--- config.mk ---
export PLATFORM = sky130hd
export DESIGN_NAME = dss_speed_select
export DESIGN_NICKNAME = d
export VERILOG_FILES = /design/src/rtl/dss_pkg.sv /design/src/rtl/dss_speed_select.sv
export SDC_FILE = /design/constraint.sdc
export NUM_CORES = 1
export LEC_CHECK = 0
export ABC_AREA = 0
export BUFFER_PORTS_ARGS = -buffer_cell sky130_fd_sc_hd__buf_2
export CORE_UTILIZATION = 34
export DETAILED_ROUTE_END_ITERATION = 10
export PLACE_DENSITY = 0.66
export SLEW_MARGIN = 30
export SYNTH_ARGS = -nofsm -noshare
export SYNTH_HDL_FRONTEND = slang
export SYNTH_SLANG_ARGS = --single-unit
--- constraint.sdc ---
create_clock -name ref_clk_i -period 10.5 [get_ports ref_clk_i]
set_clock_uncertainty 0.2 [all_clocks]
set_input_delay 0.525 -clock ref_clk_i [delete_from_list [all_inputs] [get_ports ref_clk_i]]
set_output_delay 0.525 -clock ref_clk_i [all_outputs]
set_load 0.02 [all_outputs]
--- src/rtl/dss_pkg.sv ---
// ============================================================
// shared constants for the digital input speed select block
package dss_pkg;

  // ==========================================================
  // geometry
  localparam int unsigned TERM_N = 6;         // input terminals
  localparam int unsigned CODE_W = 7;         // function code width
  localparam int unsigned FREQ_W = 16;        // frequency word width
  localparam int unsigned TIME_W = 16;        // ramp time word width
  localparam int unsigned IDX_W = 4;          // preset speed index
  localparam int unsigned PRESET_N = 16;      // number of presets

  // ==========================================================
  // terminal function codes
  localparam logic [6:0] FC_FWD_RUN = 7'h00;
  localparam logic [6:0] FC_REV_RUN = 7'h01;
  localparam logic [6:0] FC_SPEED_B0 = 7'h02;
  localparam logic [6:0] FC_SPEED_B1 = 7'h03;
  localparam logic [6:0] FC_SPEED_B2 = 7'h04;
  localparam logic [6:0] FC_SPEED_B3 = 7'h05;
  localparam logic [6:0] FC_JOG_FWD = 7'h06;
  localparam logic [6:0] FC_JOG_REV = 7'h07;
  localparam logic [6:0] FC_STEP_UP = 7'h08;
  localparam logic [6:0] FC_STEP_DOWN = 7'h09;
  localparam logic [6:0] FC_RAMP_SET1 = 7'h0A;
  localparam logic [6:0] FC_RAMP_HOLD = 7'h0B;
  localparam logic [6:0] FC_JOG_SEL = 7'h1D;
  localparam logic [6:0] FC_RAMP_SET2 = 7'h1E;

  // ==========================================================
  // frequency source setting values
  localparam logic [1:0] SRC_KEYPAD = 2'h0;
  localparam logic [1:0] SRC_ANALOG = 2'h1;
  localparam logic [1:0] SRC_STEP = 2'h2;

  // ==========================================================
  // timing
  localparam int unsigned CLK_HZ = 40_000_000;  // ref_clk_i rate
  localparam int unsigned MS_PER_S = 1000;
  localparam int unsigned JOG_LIMIT_MS = 500;   // longest jog, ms
  localparam int unsigned MS_CNT_W = 20;
  localparam int unsigned JOG_CNT_W = 12;

  // ==========================================================
  // run sequencer states
  typedef enum logic [3:0] {
    DSS_IDLE = 4'h1,
    DSS_RUN = 4'h2,
    DSS_JOG = 4'h4,
    DSS_JOG_STOP = 4'h8
  } dss_state_t;

endpackage : dss_pkg

--- src/rtl/dss_speed_select.sv ---
`timescale 1ns/1ps
`default_nettype none

// Function
// - codes 00/01 give forward/reverse run
// - codes 02-05 form binary speed index
// - index n selects preset n plus one
// - jog select overrides the four index inputs
// - preset one from keypad or analog input
// - PID enable disables preset speed selection
// - codes 06/07 jog forward/reverse at jog
// - active jog overrides every reference source
// - jog beyond 500 ms stops by mode
// - step up/down act only with source 2
// - stepping ramps with selected time set
// - error when only one step function assigned
// - error when both step inputs active
// - run plus step pulse reaches lower limit
// - stepping clamps between upper and lower limits
// - retention 1 saves and restores reference
// - retention 1 run accelerates to stored reference
// - retention 0 run accelerates to lower limit
// - codes 10/30 choose the ramp time set
// - ramp hold freezes output, release resumes
// - retention 1 hold stores reference for run
// - retention 0 hold at run keeps zero
// - each terminal has its own function code
module dss_speed_select
  import dss_pkg::*;
#(
  parameter int unsigned CYC_PER_MS = CLK_HZ / MS_PER_S,
  parameter int unsigned JOG_MS = JOG_LIMIT_MS
)
(
  input wire logic ref_clk_i,                       // 40 MHz clock
  input wire logic rst_n_i,                         // async reset
  input wire logic [TERM_N-1:0] term_i,             // terminal pins
  input wire logic [TERM_N-1:0][CODE_W-1:0] code_i, // codes per pin
  input wire logic [1:0] freq_src_i,                // source setting
  input wire logic pid_en_i,                        // PID enabled
  input wire logic retain_en_i,                     // retention set
  input wire logic [PRESET_N-1:0][FREQ_W-1:0] preset_i, // presets
  input wire logic [FREQ_W-1:0] analog_ref_i,       // analog one/two
  input wire logic [FREQ_W-1:0] jog_freq_i,         // jog frequency
  input wire logic [FREQ_W-1:0] upper_lim_i,        // upper limit
  input wire logic [FREQ_W-1:0] lower_lim_i,        // lower limit
  input wire logic [TIME_W-1:0] accel_time_set_one_i, // step period in ms, less one
  input wire logic [TIME_W-1:0] decel_time_set_one_i, // step period in ms, less one
  input wire logic [TIME_W-1:0] accel_time_set_two_i, // step period in ms, less one
  input wire logic [TIME_W-1:0] decel_time_set_two_i, // step period in ms, less one
  input wire logic power_fail_i,                    // supply lost pin
  input wire logic [FREQ_W-1:0] nv_ref_i,           // stored ref
  output logic run_o,                               // motor runs
  output logic reverse_o,                           // reverse dir
  output logic jog_stop_o,                          // stop by mode
  output logic [FREQ_W-1:0] freq_ref_o,             // reference
  output logic [FREQ_W-1:0] out_freq_o,             // ramp output
  output logic ramp_set_two_o,                      // set two used
  output logic input_config_error_o,                // config error
  output logic nv_save_o,                           // save pulse
  output logic [FREQ_W-1:0] nv_ref_o                // value to save
);

  // ==========================================================
  // state record
  typedef struct packed {
    logic [TERM_N-1:0] s1;
    logic [TERM_N-1:0] s2;
    logic [TERM_N-1:0] s3;
    logic [TERM_N-1:0] term;
    logic [2:0] pf_sync;
    logic pf;
    dss_state_t state;
    logic [MS_CNT_W-1:0] ms_cnt;
    logic [JOG_CNT_W-1:0] jog_ms;
    logic [TIME_W-1:0] ramp_ms;
    logic [FREQ_W-1:0] out_freq;
    logic [FREQ_W-1:0] ud_ref;
    logic [FREQ_W-1:0] freq_ref;
    logic restored;
    logic zero_hold;
    logic hold_start;
    logic hold_q;
    logic step_q;
    logic nv_save;
    logic [FREQ_W-1:0] nv_ref;
    logic err;
    logic set_two;
  } dss_st_t;

  dss_st_t st_r;
  dss_st_t st_nxt;

  // ==========================================================
  // helpers

  // terminals that carry a given function code
  function automatic logic [TERM_N-1:0] code_mask
    (input logic [TERM_N-1:0][CODE_W-1:0] codes,
     input logic [CODE_W-1:0] fc);
    logic [TERM_N-1:0] m;
    m = '0;
    for (int i = 0; i < TERM_N; i++)
    begin
      m[i] = (codes[i] == fc);
    end
    return m;
  endfunction : code_mask

  // any terminal with this code is on
  function automatic logic code_on
    (input logic [TERM_N-1:0][CODE_W-1:0] codes,
     input logic [TERM_N-1:0] lvl,
     input logic [CODE_W-1:0] fc);
    return |(code_mask(codes, fc) & lvl);
  endfunction : code_on

  // clamp a frequency into the limit window
  function automatic logic [FREQ_W-1:0] clamp
    (input logic [FREQ_W-1:0] f,
     input logic [FREQ_W-1:0] lo,
     input logic [FREQ_W-1:0] hi);
    logic [FREQ_W-1:0] r;
    r = f;
    if (r > hi)
    begin
      r = hi;
    end
    if (r < lo)
    begin
      r = lo;
    end
    return r;
  endfunction : clamp

  // ==========================================================
  // decoded terminal functions
  logic fwd;
  logic rev;
  logic jog_f;
  logic jog_r;
  logic jog_sel;
  logic up;
  logic dn;
  logic hold;
  logic up_asg;
  logic dn_asg;
  logic [IDX_W-1:0] idx;
  logic ms_tick;
  logic run_cmd;
  logic step_mode;
  logic [FREQ_W-1:0] preset_sel;
  logic [FREQ_W-1:0] target;
  logic [TIME_W-1:0] t_acc;
  logic [TIME_W-1:0] t_dec;

  // decode the filtered terminal levels through their codes
  always_comb
  begin
    fwd = code_on(code_i, st_r.term, FC_FWD_RUN);
    rev = code_on(code_i, st_r.term, FC_REV_RUN);
    jog_f = code_on(code_i, st_r.term, FC_JOG_FWD);
    jog_r = code_on(code_i, st_r.term, FC_JOG_REV);
    jog_sel = code_on(code_i, st_r.term, FC_JOG_SEL);
    up = code_on(code_i, st_r.term, FC_STEP_UP);
    dn = code_on(code_i, st_r.term, FC_STEP_DOWN);
    hold = code_on(code_i, st_r.term, FC_RAMP_HOLD);
    up_asg = |code_mask(code_i, FC_STEP_UP);
    dn_asg = |code_mask(code_i, FC_STEP_DOWN);
    // bit 0 is the lowest code of the group
    idx = {code_on(code_i, st_r.term, FC_SPEED_B3),
           code_on(code_i, st_r.term, FC_SPEED_B2),
           code_on(code_i, st_r.term, FC_SPEED_B1),
           code_on(code_i, st_r.term, FC_SPEED_B0)};
    // PID owns the reference, so the index is forced off
    if (pid_en_i)
    begin
      idx = '0;
    end
    ms_tick = (st_r.ms_cnt == MS_CNT_W'(CYC_PER_MS - 1));
    run_cmd = fwd | rev;
    // stepping needs source 2 and both functions assigned
    step_mode = (freq_src_i == SRC_STEP) & up_asg & dn_asg;
  end

  // ==========================================================
  // reference selection: jog first, then step, then presets
  always_comb
  begin
    // index n picks entry n, i.e. preset number n plus one
    preset_sel = preset_i[idx];
    if (idx == '0)
    begin
      preset_sel = (freq_src_i == SRC_ANALOG) ? analog_ref_i
                                              : preset_i[0];
    end
    if (jog_f | jog_r | jog_sel)
    begin
      target = jog_freq_i;
    end
    else if (step_mode)
    begin
      target = st_r.ud_ref;
    end
    else
    begin
      target = preset_sel;
    end
    if (st_r.zero_hold)
    begin
      target = '0;
    end
  end

  // ramp time set: set two only while its input is on
  always_comb
  begin
    t_acc = st_r.set_two ? accel_time_set_two_i
                         : accel_time_set_one_i;
    t_dec = st_r.set_two ? decel_time_set_two_i
                         : decel_time_set_one_i;
  end

  // ==========================================================
  // next state
  always_comb
  begin
    st_nxt = st_r;
    st_nxt.nv_save = 1'b0;

    // three stage filter: a change counts once s2 and s3 agree
    st_nxt.s1 = term_i;
    st_nxt.s2 = st_r.s1;
    st_nxt.s3 = st_r.s2;
    for (int i = 0; i < TERM_N; i++)
    begin
      if (st_r.s2[i] == st_r.s3[i])
      begin
        st_nxt.term[i] = st_r.s3[i];
      end
    end
    st_nxt.pf_sync = {st_r.pf_sync[1:0], power_fail_i};
    if (st_r.pf_sync[1] == st_r.pf_sync[2])
    begin
      st_nxt.pf = st_r.pf_sync[2];
    end

    // millisecond enable
    st_nxt.ms_cnt = ms_tick ? '0 : st_r.ms_cnt + 1'b1;

    // selection between the two ramp sets; set one wins
    st_nxt.set_two = code_on(code_i, st_r.term, FC_RAMP_SET2) &
                     ~code_on(code_i, st_r.term, FC_RAMP_SET1);

    // misuse of the step inputs is flagged as a level
    st_nxt.err = (up_asg ^ dn_asg) | (up & dn);

    // stored reference comes back once, after reset release
    if (!st_r.restored)
    begin
      st_nxt.restored = 1'b1;
      st_nxt.ud_ref = retain_en_i ? nv_ref_i : '0;
      st_nxt.nv_ref = nv_ref_i;
    end

    // save on supply loss, and when hold engages
    st_nxt.hold_q = hold;
    if (retain_en_i && ((st_nxt.pf && !st_r.pf) ||
                        (hold && !st_r.hold_q)))
    begin
      st_nxt.nv_save = 1'b1;
      st_nxt.nv_ref = st_r.freq_ref;
    end

    // step up/down, one unit per millisecond tick
    st_nxt.step_q = up | dn;
    if (step_mode && run_cmd && !st_r.err)
    begin
      if ((up | dn) && !st_r.step_q && st_r.ud_ref < lower_lim_i)
      begin
        st_nxt.ud_ref = lower_lim_i;
      end
      else if (ms_tick && up && !dn)
      begin
        if (st_r.ud_ref < upper_lim_i)
        begin
          st_nxt.ud_ref = st_r.ud_ref + 1'b1;
        end
      end
      else if (ms_tick && dn && !up)
      begin
        if (st_r.ud_ref > lower_lim_i)
        begin
          st_nxt.ud_ref = st_r.ud_ref - 1'b1;
        end
      end
      st_nxt.ud_ref = clamp(st_nxt.ud_ref, lower_lim_i,
                            upper_lim_i);
    end

    // run sequencer
    case (st_r.state)
      DSS_IDLE:
      begin
        st_nxt.jog_ms = '0;
        if (jog_f | jog_r)
        begin
          st_nxt.state = DSS_JOG;
        end
        else if (run_cmd)
        begin
          st_nxt.state = DSS_RUN;
          // start value of the stepped reference
          if (step_mode && !retain_en_i)
          begin
            st_nxt.ud_ref = lower_lim_i;
          end
          else if (step_mode)
          begin
            st_nxt.ud_ref = st_r.nv_ref;
          end
          st_nxt.zero_hold = hold & ~retain_en_i;
          // a run begun under hold still climbs to the stored reference
          st_nxt.hold_start = hold & retain_en_i;
        end
      end
      DSS_RUN:
      begin
        if (!hold)
        begin
          st_nxt.zero_hold = 1'b0;
          st_nxt.hold_start = 1'b0;
        end
        if (!run_cmd)
        begin
          st_nxt.state = DSS_IDLE;
          st_nxt.zero_hold = 1'b0;
          st_nxt.hold_start = 1'b0;
        end
      end
      DSS_JOG:
      begin
        if (ms_tick)
        begin
          st_nxt.jog_ms = st_r.jog_ms + 1'b1;
        end
        if (!(jog_f | jog_r))
        begin
          st_nxt.state = DSS_IDLE;
        end
        else if (st_r.jog_ms > JOG_CNT_W'(JOG_MS))
        begin
          st_nxt.state = DSS_JOG_STOP;
        end
      end
      DSS_JOG_STOP:
      begin
        // stays stopped until the jog input is released
        if (!(jog_f | jog_r))
        begin
          st_nxt.state = DSS_IDLE;
        end
      end
      default:
      begin
        st_nxt.state = DSS_IDLE;
      end
    endcase

    // reference register and output ramp
    st_nxt.freq_ref = target;
    if (st_r.state == DSS_IDLE || st_r.state == DSS_JOG_STOP)
    begin
      st_nxt.ramp_ms = '0;
      if (st_r.out_freq != '0 && ms_tick)
      begin
        st_nxt.out_freq = st_r.out_freq - 1'b1;
      end
    end
    else if (hold && !st_r.hold_start)
    begin
      st_nxt.ramp_ms = '0;
    end
    else if (ms_tick)
    begin
      // one frequency unit per ramp time plus one, in milliseconds
      if (st_r.ramp_ms >= ((target > st_r.out_freq) ? t_acc : t_dec))
      begin
        st_nxt.ramp_ms = '0;
        if (target > st_r.out_freq)
        begin
          st_nxt.out_freq = st_r.out_freq + 1'b1;
        end
        else if (target < st_r.out_freq)
        begin
          st_nxt.out_freq = st_r.out_freq - 1'b1;
        end
      end
      else
      begin
        st_nxt.ramp_ms = st_r.ramp_ms + 1'b1;
      end
    end
  end

  // ==========================================================
  // state register
  always_ff @(posedge ref_clk_i or negedge rst_n_i)
  begin
    if (!rst_n_i)
    begin
      st_r <= '0;
      st_r.state <= DSS_IDLE;
    end
    else
    begin
      st_r <= st_nxt;
    end
  end

  // ==========================================================
  // outputs
  assign run_o = (st_r.state == DSS_RUN) || (st_r.state == DSS_JOG);
  assign reverse_o = (st_r.state == DSS_JOG) ? jog_r & ~jog_f
                                             : rev & ~fwd;
  assign jog_stop_o = (st_r.state == DSS_JOG_STOP);
  assign freq_ref_o = st_r.freq_ref;
  assign out_freq_o = st_r.out_freq;
  assign ramp_set_two_o = st_r.set_two;
  assign input_config_error_o = st_r.err;
  assign nv_save_o = st_r.nv_save;
  assign nv_ref_o = st_r.nv_ref;

endmodule : dss_speed_select

`default_nettype wire

==> results of run 1 <==
flip-flops by register name, indices dropped and copies added (netlist names):
name	count
nv_save_o	1
ramp_set_two_o	1
st_nxt	14
st_r	87
out_freq_o	16
freq_ref_o	16
input_config_error_o	1
nv_ref_o	16
worst reg2reg max path, delay by kind of cell, from the launching register on:
family	cells	cell delay, ps
muxes	1	360
adders and majority gates	2	580
and+or+nand+nor	8	2390
DFF	1	530
buffers and inverters	3	880
AOI/OAI and AO/OA	17	4410
path summary, 6_finish.rpt:
check,from,cells after the start,end
max in group asynchronous,rst_n_i,3,out_freq_o[13]$_DFFE_PN0P_
min in group asynchronous,rst_n_i,2,st_r[134]$_DFF_PN0_
min reg2reg,st_nxt[126]$_DFF_PN0_,0,st_nxt[127]$_DFF_PN0_
max reg2reg,st_r[131]$_DFFE_PN0N_,31,st_r[77]$_DFFE_PN0P_
min,st_nxt[126]$_DFF_PN0_,0,st_nxt[127]$_DFF_PN0_
max,st_r[131]$_DFFE_PN0N_,31,st_r[77]$_DFFE_PN0P_
cells in the final DEF, fill, tap and decap left out, drive strengths merged, types with 41 or more instances in the layout:
cell type  count
dfrtp        151
o21ai        112
a221oi        48
xnor2         41
nand2        161
ha           103
inv           89
nand3         72
nor3          67
buf          544
mux2i         92
nor2         155
a21oi        125
layout make-up:
cell class              instances  area [um^2]
well taps                     592          741
diodes                          6         15.0
clock inverters                14          149
fillers                      4567        25600
inverters                      85          319
multi-input cells            1525        10600
clock buffers                  17          425
repair buffers                552         2920
flip-flops and latches        152         3810
per-layer routing:
metal  vias to the layer above  global-route usage [%]  share of wire [%]
li1                       8015                       -                  -
met1                      8523                    40.6                 41
met2                      1000                    51.2                 47
met3                       122                    5.71                8.3
met4                         8                    9.67                3.1
met5                         -                       0              0.062
kinds of logic (layout without fill, tap and decap cells):
kind of cell | Yosys count | count (layout) | share of synthesized area, %
compound gates | 524 | 524 | 22.9
simple gates | 699 | 699 | 22.8
fa+ha+maj | 110 | 110 | 8.76
xor+xnor | 60 | 60 | 3.39
flops | 152 | 152 | 24.5
other cells | 1 | 7 | 0.0242
mux | 131 | 131 | 10.0
buf+inv | 250 | 668 | 7.56
power by group:
group	total (mW)	internal, mW	switching, mW
Sequential	0.669	0.619	0.0504
Combinational	0.609	0.240	0.370
Clock	0.617	0.350	0.267
what timing repair did:
item                                    in CTS  in global routing
hold endpoints to repair                    65                  0
endpoints found under the setup margin       0                  0
hold buffers                                 8                  0
==> qor.yml, run 1 <==
status: "finished, final reports clean"
drive_gt1_share_pct: 27.4
ys_ff_latch: 152
antenna_found_initial: 13
synth_top_area_share_pct: 24.4
worst_setup_path_end_kind: "flip-flop"
area_growth_pct: 22.4
grt_pass1_vias: 16700
post_cts_buffers: 0
drt-pass1-iter-count: 9
finalNonFillerCells: 2943
crit_buf_inv: 3
antenna_left: 0
p_total_mw: 1.90
synth_warnings: 0
hold_violations: 0
dp_cells: 2898
dp_slack_ps: 924
wl_per_cell_um: 25.0
clk_path_buf_depth: 2
ctsResizeCount: 0
die_h_um: 216
syn_nets: 2485
ys_seq_area_share_pct: 24.5
hold_slack_ps: 146
p_per_area_nw_per_um2: 99.9
synth_top_area_cell: "dfrtp_1"
grt_usage_pct: 30.9
cp-start-kind: "flip-flop"
hold_class: "reg2reg"
post-synth-top-count-cell: "nand2_1"
fmaxAchievable_mhz: 106
gp_congestion: 1.09
grt-ovfl-total: 0
fin_util_pct: 42.5
placed_area_um2: 18300
synth_flop_cell: "dfrtp_1"
coreArea_um2: 44600
cts-buffers-inserted: 17
synth.avg_cell_area_um2: 8.05
vias: 17700
crit_family: "compound AO/OA/AOI/OAI gates"
synth-edff-count: 0
tritoncts: "built"
tightest_slew_ps: 971
netlist_instances: 1927
vias_per_cell: 6.00
wirelength_um: 73700
arrival_ps: 9590
grt_max_degree: 85
drt_iter0_drc: 2007
design_area_um2: 19000
clk_pin_slew_ps: 70
hpwl_um: 61300
die_x_um: 216
period_needed_ps: 9420
setup_slack_ps: 1080
die-area_um2: 46500
grt_pass1_wl_um: 107000
cap_viol_max_count: 0
criticalPathCategory: "reg2reg"
io_pins: 509
clock_latency_ps: 450
cp_common_cell: "a21o_1"
p_leak_nw: 8.71
finalCritPeriodShare_pct: 89.8
setup_viol: 0
start_util_pct: 34.8
drv_slew: 0
ys_top_cells_by_count: "nand2_1 (161), nor2_1 (155), dfrtp_1 (151)"
nets: 2891
cpPeakStageDelay_ps: 750
portBuffers: 508
cts_sinks: 152
ir_drop_mv: 0.0887
rsz0062_at_grt: "no"
slowest_stage: "o21ba_1"
netlist_area_um2: 15500
fin_tns_setup_ps: 0
drc_errors: 0
path_max_fanout: 29
r2r_slack_ps: 1080
async_flop_share_pct: 100
required_ps: 10670
root_buffer: "clkbuf_16"
synth.distinct_cells: 84
relSlewSlack_pct: 35.3
num_rows: 77
htreeDepth: 4
synthTopCellsByArea: "dfrtp_1 (24%), ha_1 (8.3%), mux2i_1 (5.9%)"
Power figures use the tool's default switching activity.
==> inputs of run 2 (changes only) <==
BUFFER_PORTS_ARGS = default   (was -buffer_cell sky130_fd_sc_hd__buf_2)
DONT_BUFFER_PORTS = 1   (was default)
PLACE_DENSITY = 0.57   (was 0.66)
clock period = 10.4 ns   (was 10.5 ns; I/O delays follow)
==> run 2 against run 1 <==
Setup slack lost 210 ps. Clock-buffer cell count up 1. Combinational power is 28% lower. Routed wire length down 3.6%. Design area fell by 14%. Hold slack got worse by 92 ps. Critical path type unchanged.
==> qor.yml, run 2 (same netlist as run 1, synthesis figures left out) <==
die-area_um2: 46500  # unchanged
rsz0062_at_grt: "no"
tritoncts: "built"
r2r_slack_ps: 870  # -210 ps
num_rows: 77  # unchanged
root_buffer: "clkbuf_16"
grt_busiest_layer: "met2"
whs_path_depth: 2  # +2
worst_r2r_path_depth: 33  # +6.5%
start_util_pct: 34.8  # unchanged
finalNonFillerCells: 2445  # -17%
coreArea_um2: 44600  # unchanged
fin_util_pct: 36.8  # -5.8 points
critPathCapture: "st_r[77]$_DFFE_PN0P_"
layout_common_cells: "nand2_1 (159), nor2_1 (154), dfrtp_1 (150)"
clk_pin_slew_ps: 70  # about the same
cts_sinks: 152  # unchanged
worst_setup_path_end_kind: "flip-flop"
grt_max_degree: 153  # +80%
cp-start-kind: "flip-flop"
hold_class: "in2reg"
dp_slack_ps: 1010  # +81.5 ps
hold_violations: 0  # unchanged
status: "finished, final reports clean"
cpPeakStageDelay_ps: 780  # +30 ps
clk_path_buf_depth: 2  # unchanged
setup_viol: 0  # unchanged
htreeDepth: 4  # unchanged
relSlewSlack_pct: 34.8  # -0.49 points
fmaxAchievable_mhz: 105  # -1.2%
antenna_left: 0  # unchanged
ir_drop_mv: 0.140  # +57%
slowest_stage: "o21ba_1"
die_x_um: 216  # unchanged
portBuffers: 0  # -100%
p_leak_nw: 6.64  # -24%
drv_slew: 0  # unchanged
gp_congestion: 1.06  # -2.1%
vias_per_cell: 6.38  # +6.2%
fin_tns_setup_ps: 0  # unchanged
grt_use_met1_pct: 37.0  # -3.6 points
fillers: 4634  # +1.5%
layout.cells.most_common: "nand2_1"
drive_gt1_share_pct: 6.84  # -21 points
holdCritStartpoint: "lower_lim_i[12]"
wl_per_cell_um: 29.1  # +16%
arrival_ps: 9710  # +120 ps
io_pins: 509  # unchanged
grt-ovfl-total: 0  # unchanged
crit_start: "st_r[131]$_DFFE_PN0N_"
grt_pass1_vias: 14400  # -13%
dp_cells: 2378  # -18%
finalCritPeriodShare_pct: 91.7  # +1.9 points
drt_iter0_drc: 1999  # -0.40%
die_h_um: 216  # unchanged
required_ps: 10570  # -100 ps
post_cts_buffers: 0  # unchanged
setup_slack_ps: 865  # -211 ps
use_met2_pct: 45.9  # -5.4 points
nets: 2372  # -18%
grt_usage_pct: 29.6  # -1.3 points
cts-buffers-inserted: 17  # unchanged
p_per_area_nw_per_um2: 108  # +8.0%
r2r_end: "st_r[77]$_DFFE_PN0P_"
hpwl_um: 58700  # -4.1%
wirelength_um: 71100  # -3.6%
drc_errors: 0  # unchanged
r2r_start: "st_r[131]$_DFFE_PN0N_"
grt_util_met3_pct: 10.2  # +4.5 points
grt_pass1_wl_um: 101000  # -6.2%
antenna_found_initial: 38  # +25
criticalPathCategory: "reg2reg"
cp_common_cell: "a21o_1"
cap_viol_max_count: 0  # unchanged
area_growth_pct: 5.75
vias: 15600  # -12%
tightest_slew_ps: 969  # -1.60 ps
clock_latency_ps: 460  # about the same
largest-register: "st_r"
largest_reg_flops: 87  # unchanged
period_needed_ps: 9530  # +111 ps
path_max_fanout: 32  # +10%
drt-pass1-iter-count: 6  # -3
run 2: changes by cell type in the layout (fill, tap and decap cells not counted), sizes merged:
cell	change
inv	+3
diode	+20
clkinvlp	+5
buf	-519
clkbuf	+1
bufinv	-1
clkinv	-7
run 2: cell type report:
| type | count | area [um^2] | share of cell area [%] |
|---|---|---|---|
| clock inverter | 14 | 139 | 0.847 |
| multi-input combinational | 1525 | 10600 | 64.6 |
| antenna | 26 | 65.1 | 0.397 |
| sequential | 152 | 3810 | 23.2 |
| timing repair buffer | 33 | 300 | 1.83 |
| inverter | 85 | 319 | 1.95 |
| tap | 592 | 741 | 4.52 |
| clock buffer | 18 | 429 | 2.62 |
run 2: how the worst min path moves through the flow:
stage                                   end  slack [ps]
floorplan           freq_ref_o[0]$_DFF_PN0_          20
global placement      st_nxt[144]$_DFF_PN0_          30
detailed placement    st_nxt[140]$_DFF_PN0_          30
CTS                 freq_ref_o[1]$_DFF_PN0_          30
global route        freq_ref_o[2]$_DFF_PN0_          40
finish                   st_r[52]$_DFF_PN0_          50
run 2: repair_timing:
action                                 in CTS  in global routing
endpoints found under the hold margin     159                  0
setup endpoints to repair                   0                  0
resized for setup                           0                  0
hold buffers                                9                  0
run 2: worst max-delay path, delay by kind of cell (launching register included):
family                     cells  cell delay (ps)
AOI/OAI and AO/OA             20             4600
adders and majority gates      2              560
buffers and inverters          3              840
DFF                            1              510
muxes                          1              350
and+or+nand+nor                7             2330
run 2: power breakdown:
group,switching (mW),internal (mW),total [mW]
Combinational,0.267,0.169,0.437
Sequential,0.0869,0.624,0.711
Clock,0.287,0.335,0.622
run 2: layer usage:
| layer | up-vias | part of all wire [%] |
|---|---|---|
| met5 | - | 0.24 |
| met4 | 28 | 4.0 |
| met3 | 136 | 10 |
| met2 | 843 | 45 |
| met1 | 7586 | 40 |
| li1 | 6998 | - |
run 2: per-stage QoR:
| step | cell area (um^2) | total power [mW] | hold slack, ps |
|---|---|---|---|
| 2_1_floorplan | 15500 | 1.03 | 24.4 |
| 3_3_place_gp | 15600 | 1.13 | 27.0 |
| 3_5_place_dp | 15700 | 1.13 | 26.3 |
| 4_1_cts | 16300 | 1.77 | 32.7 |
| 5_1_grt | 16400 | 1.85 | 42.7 |
| 6_report | 16400 | 1.77 | 54.3 |
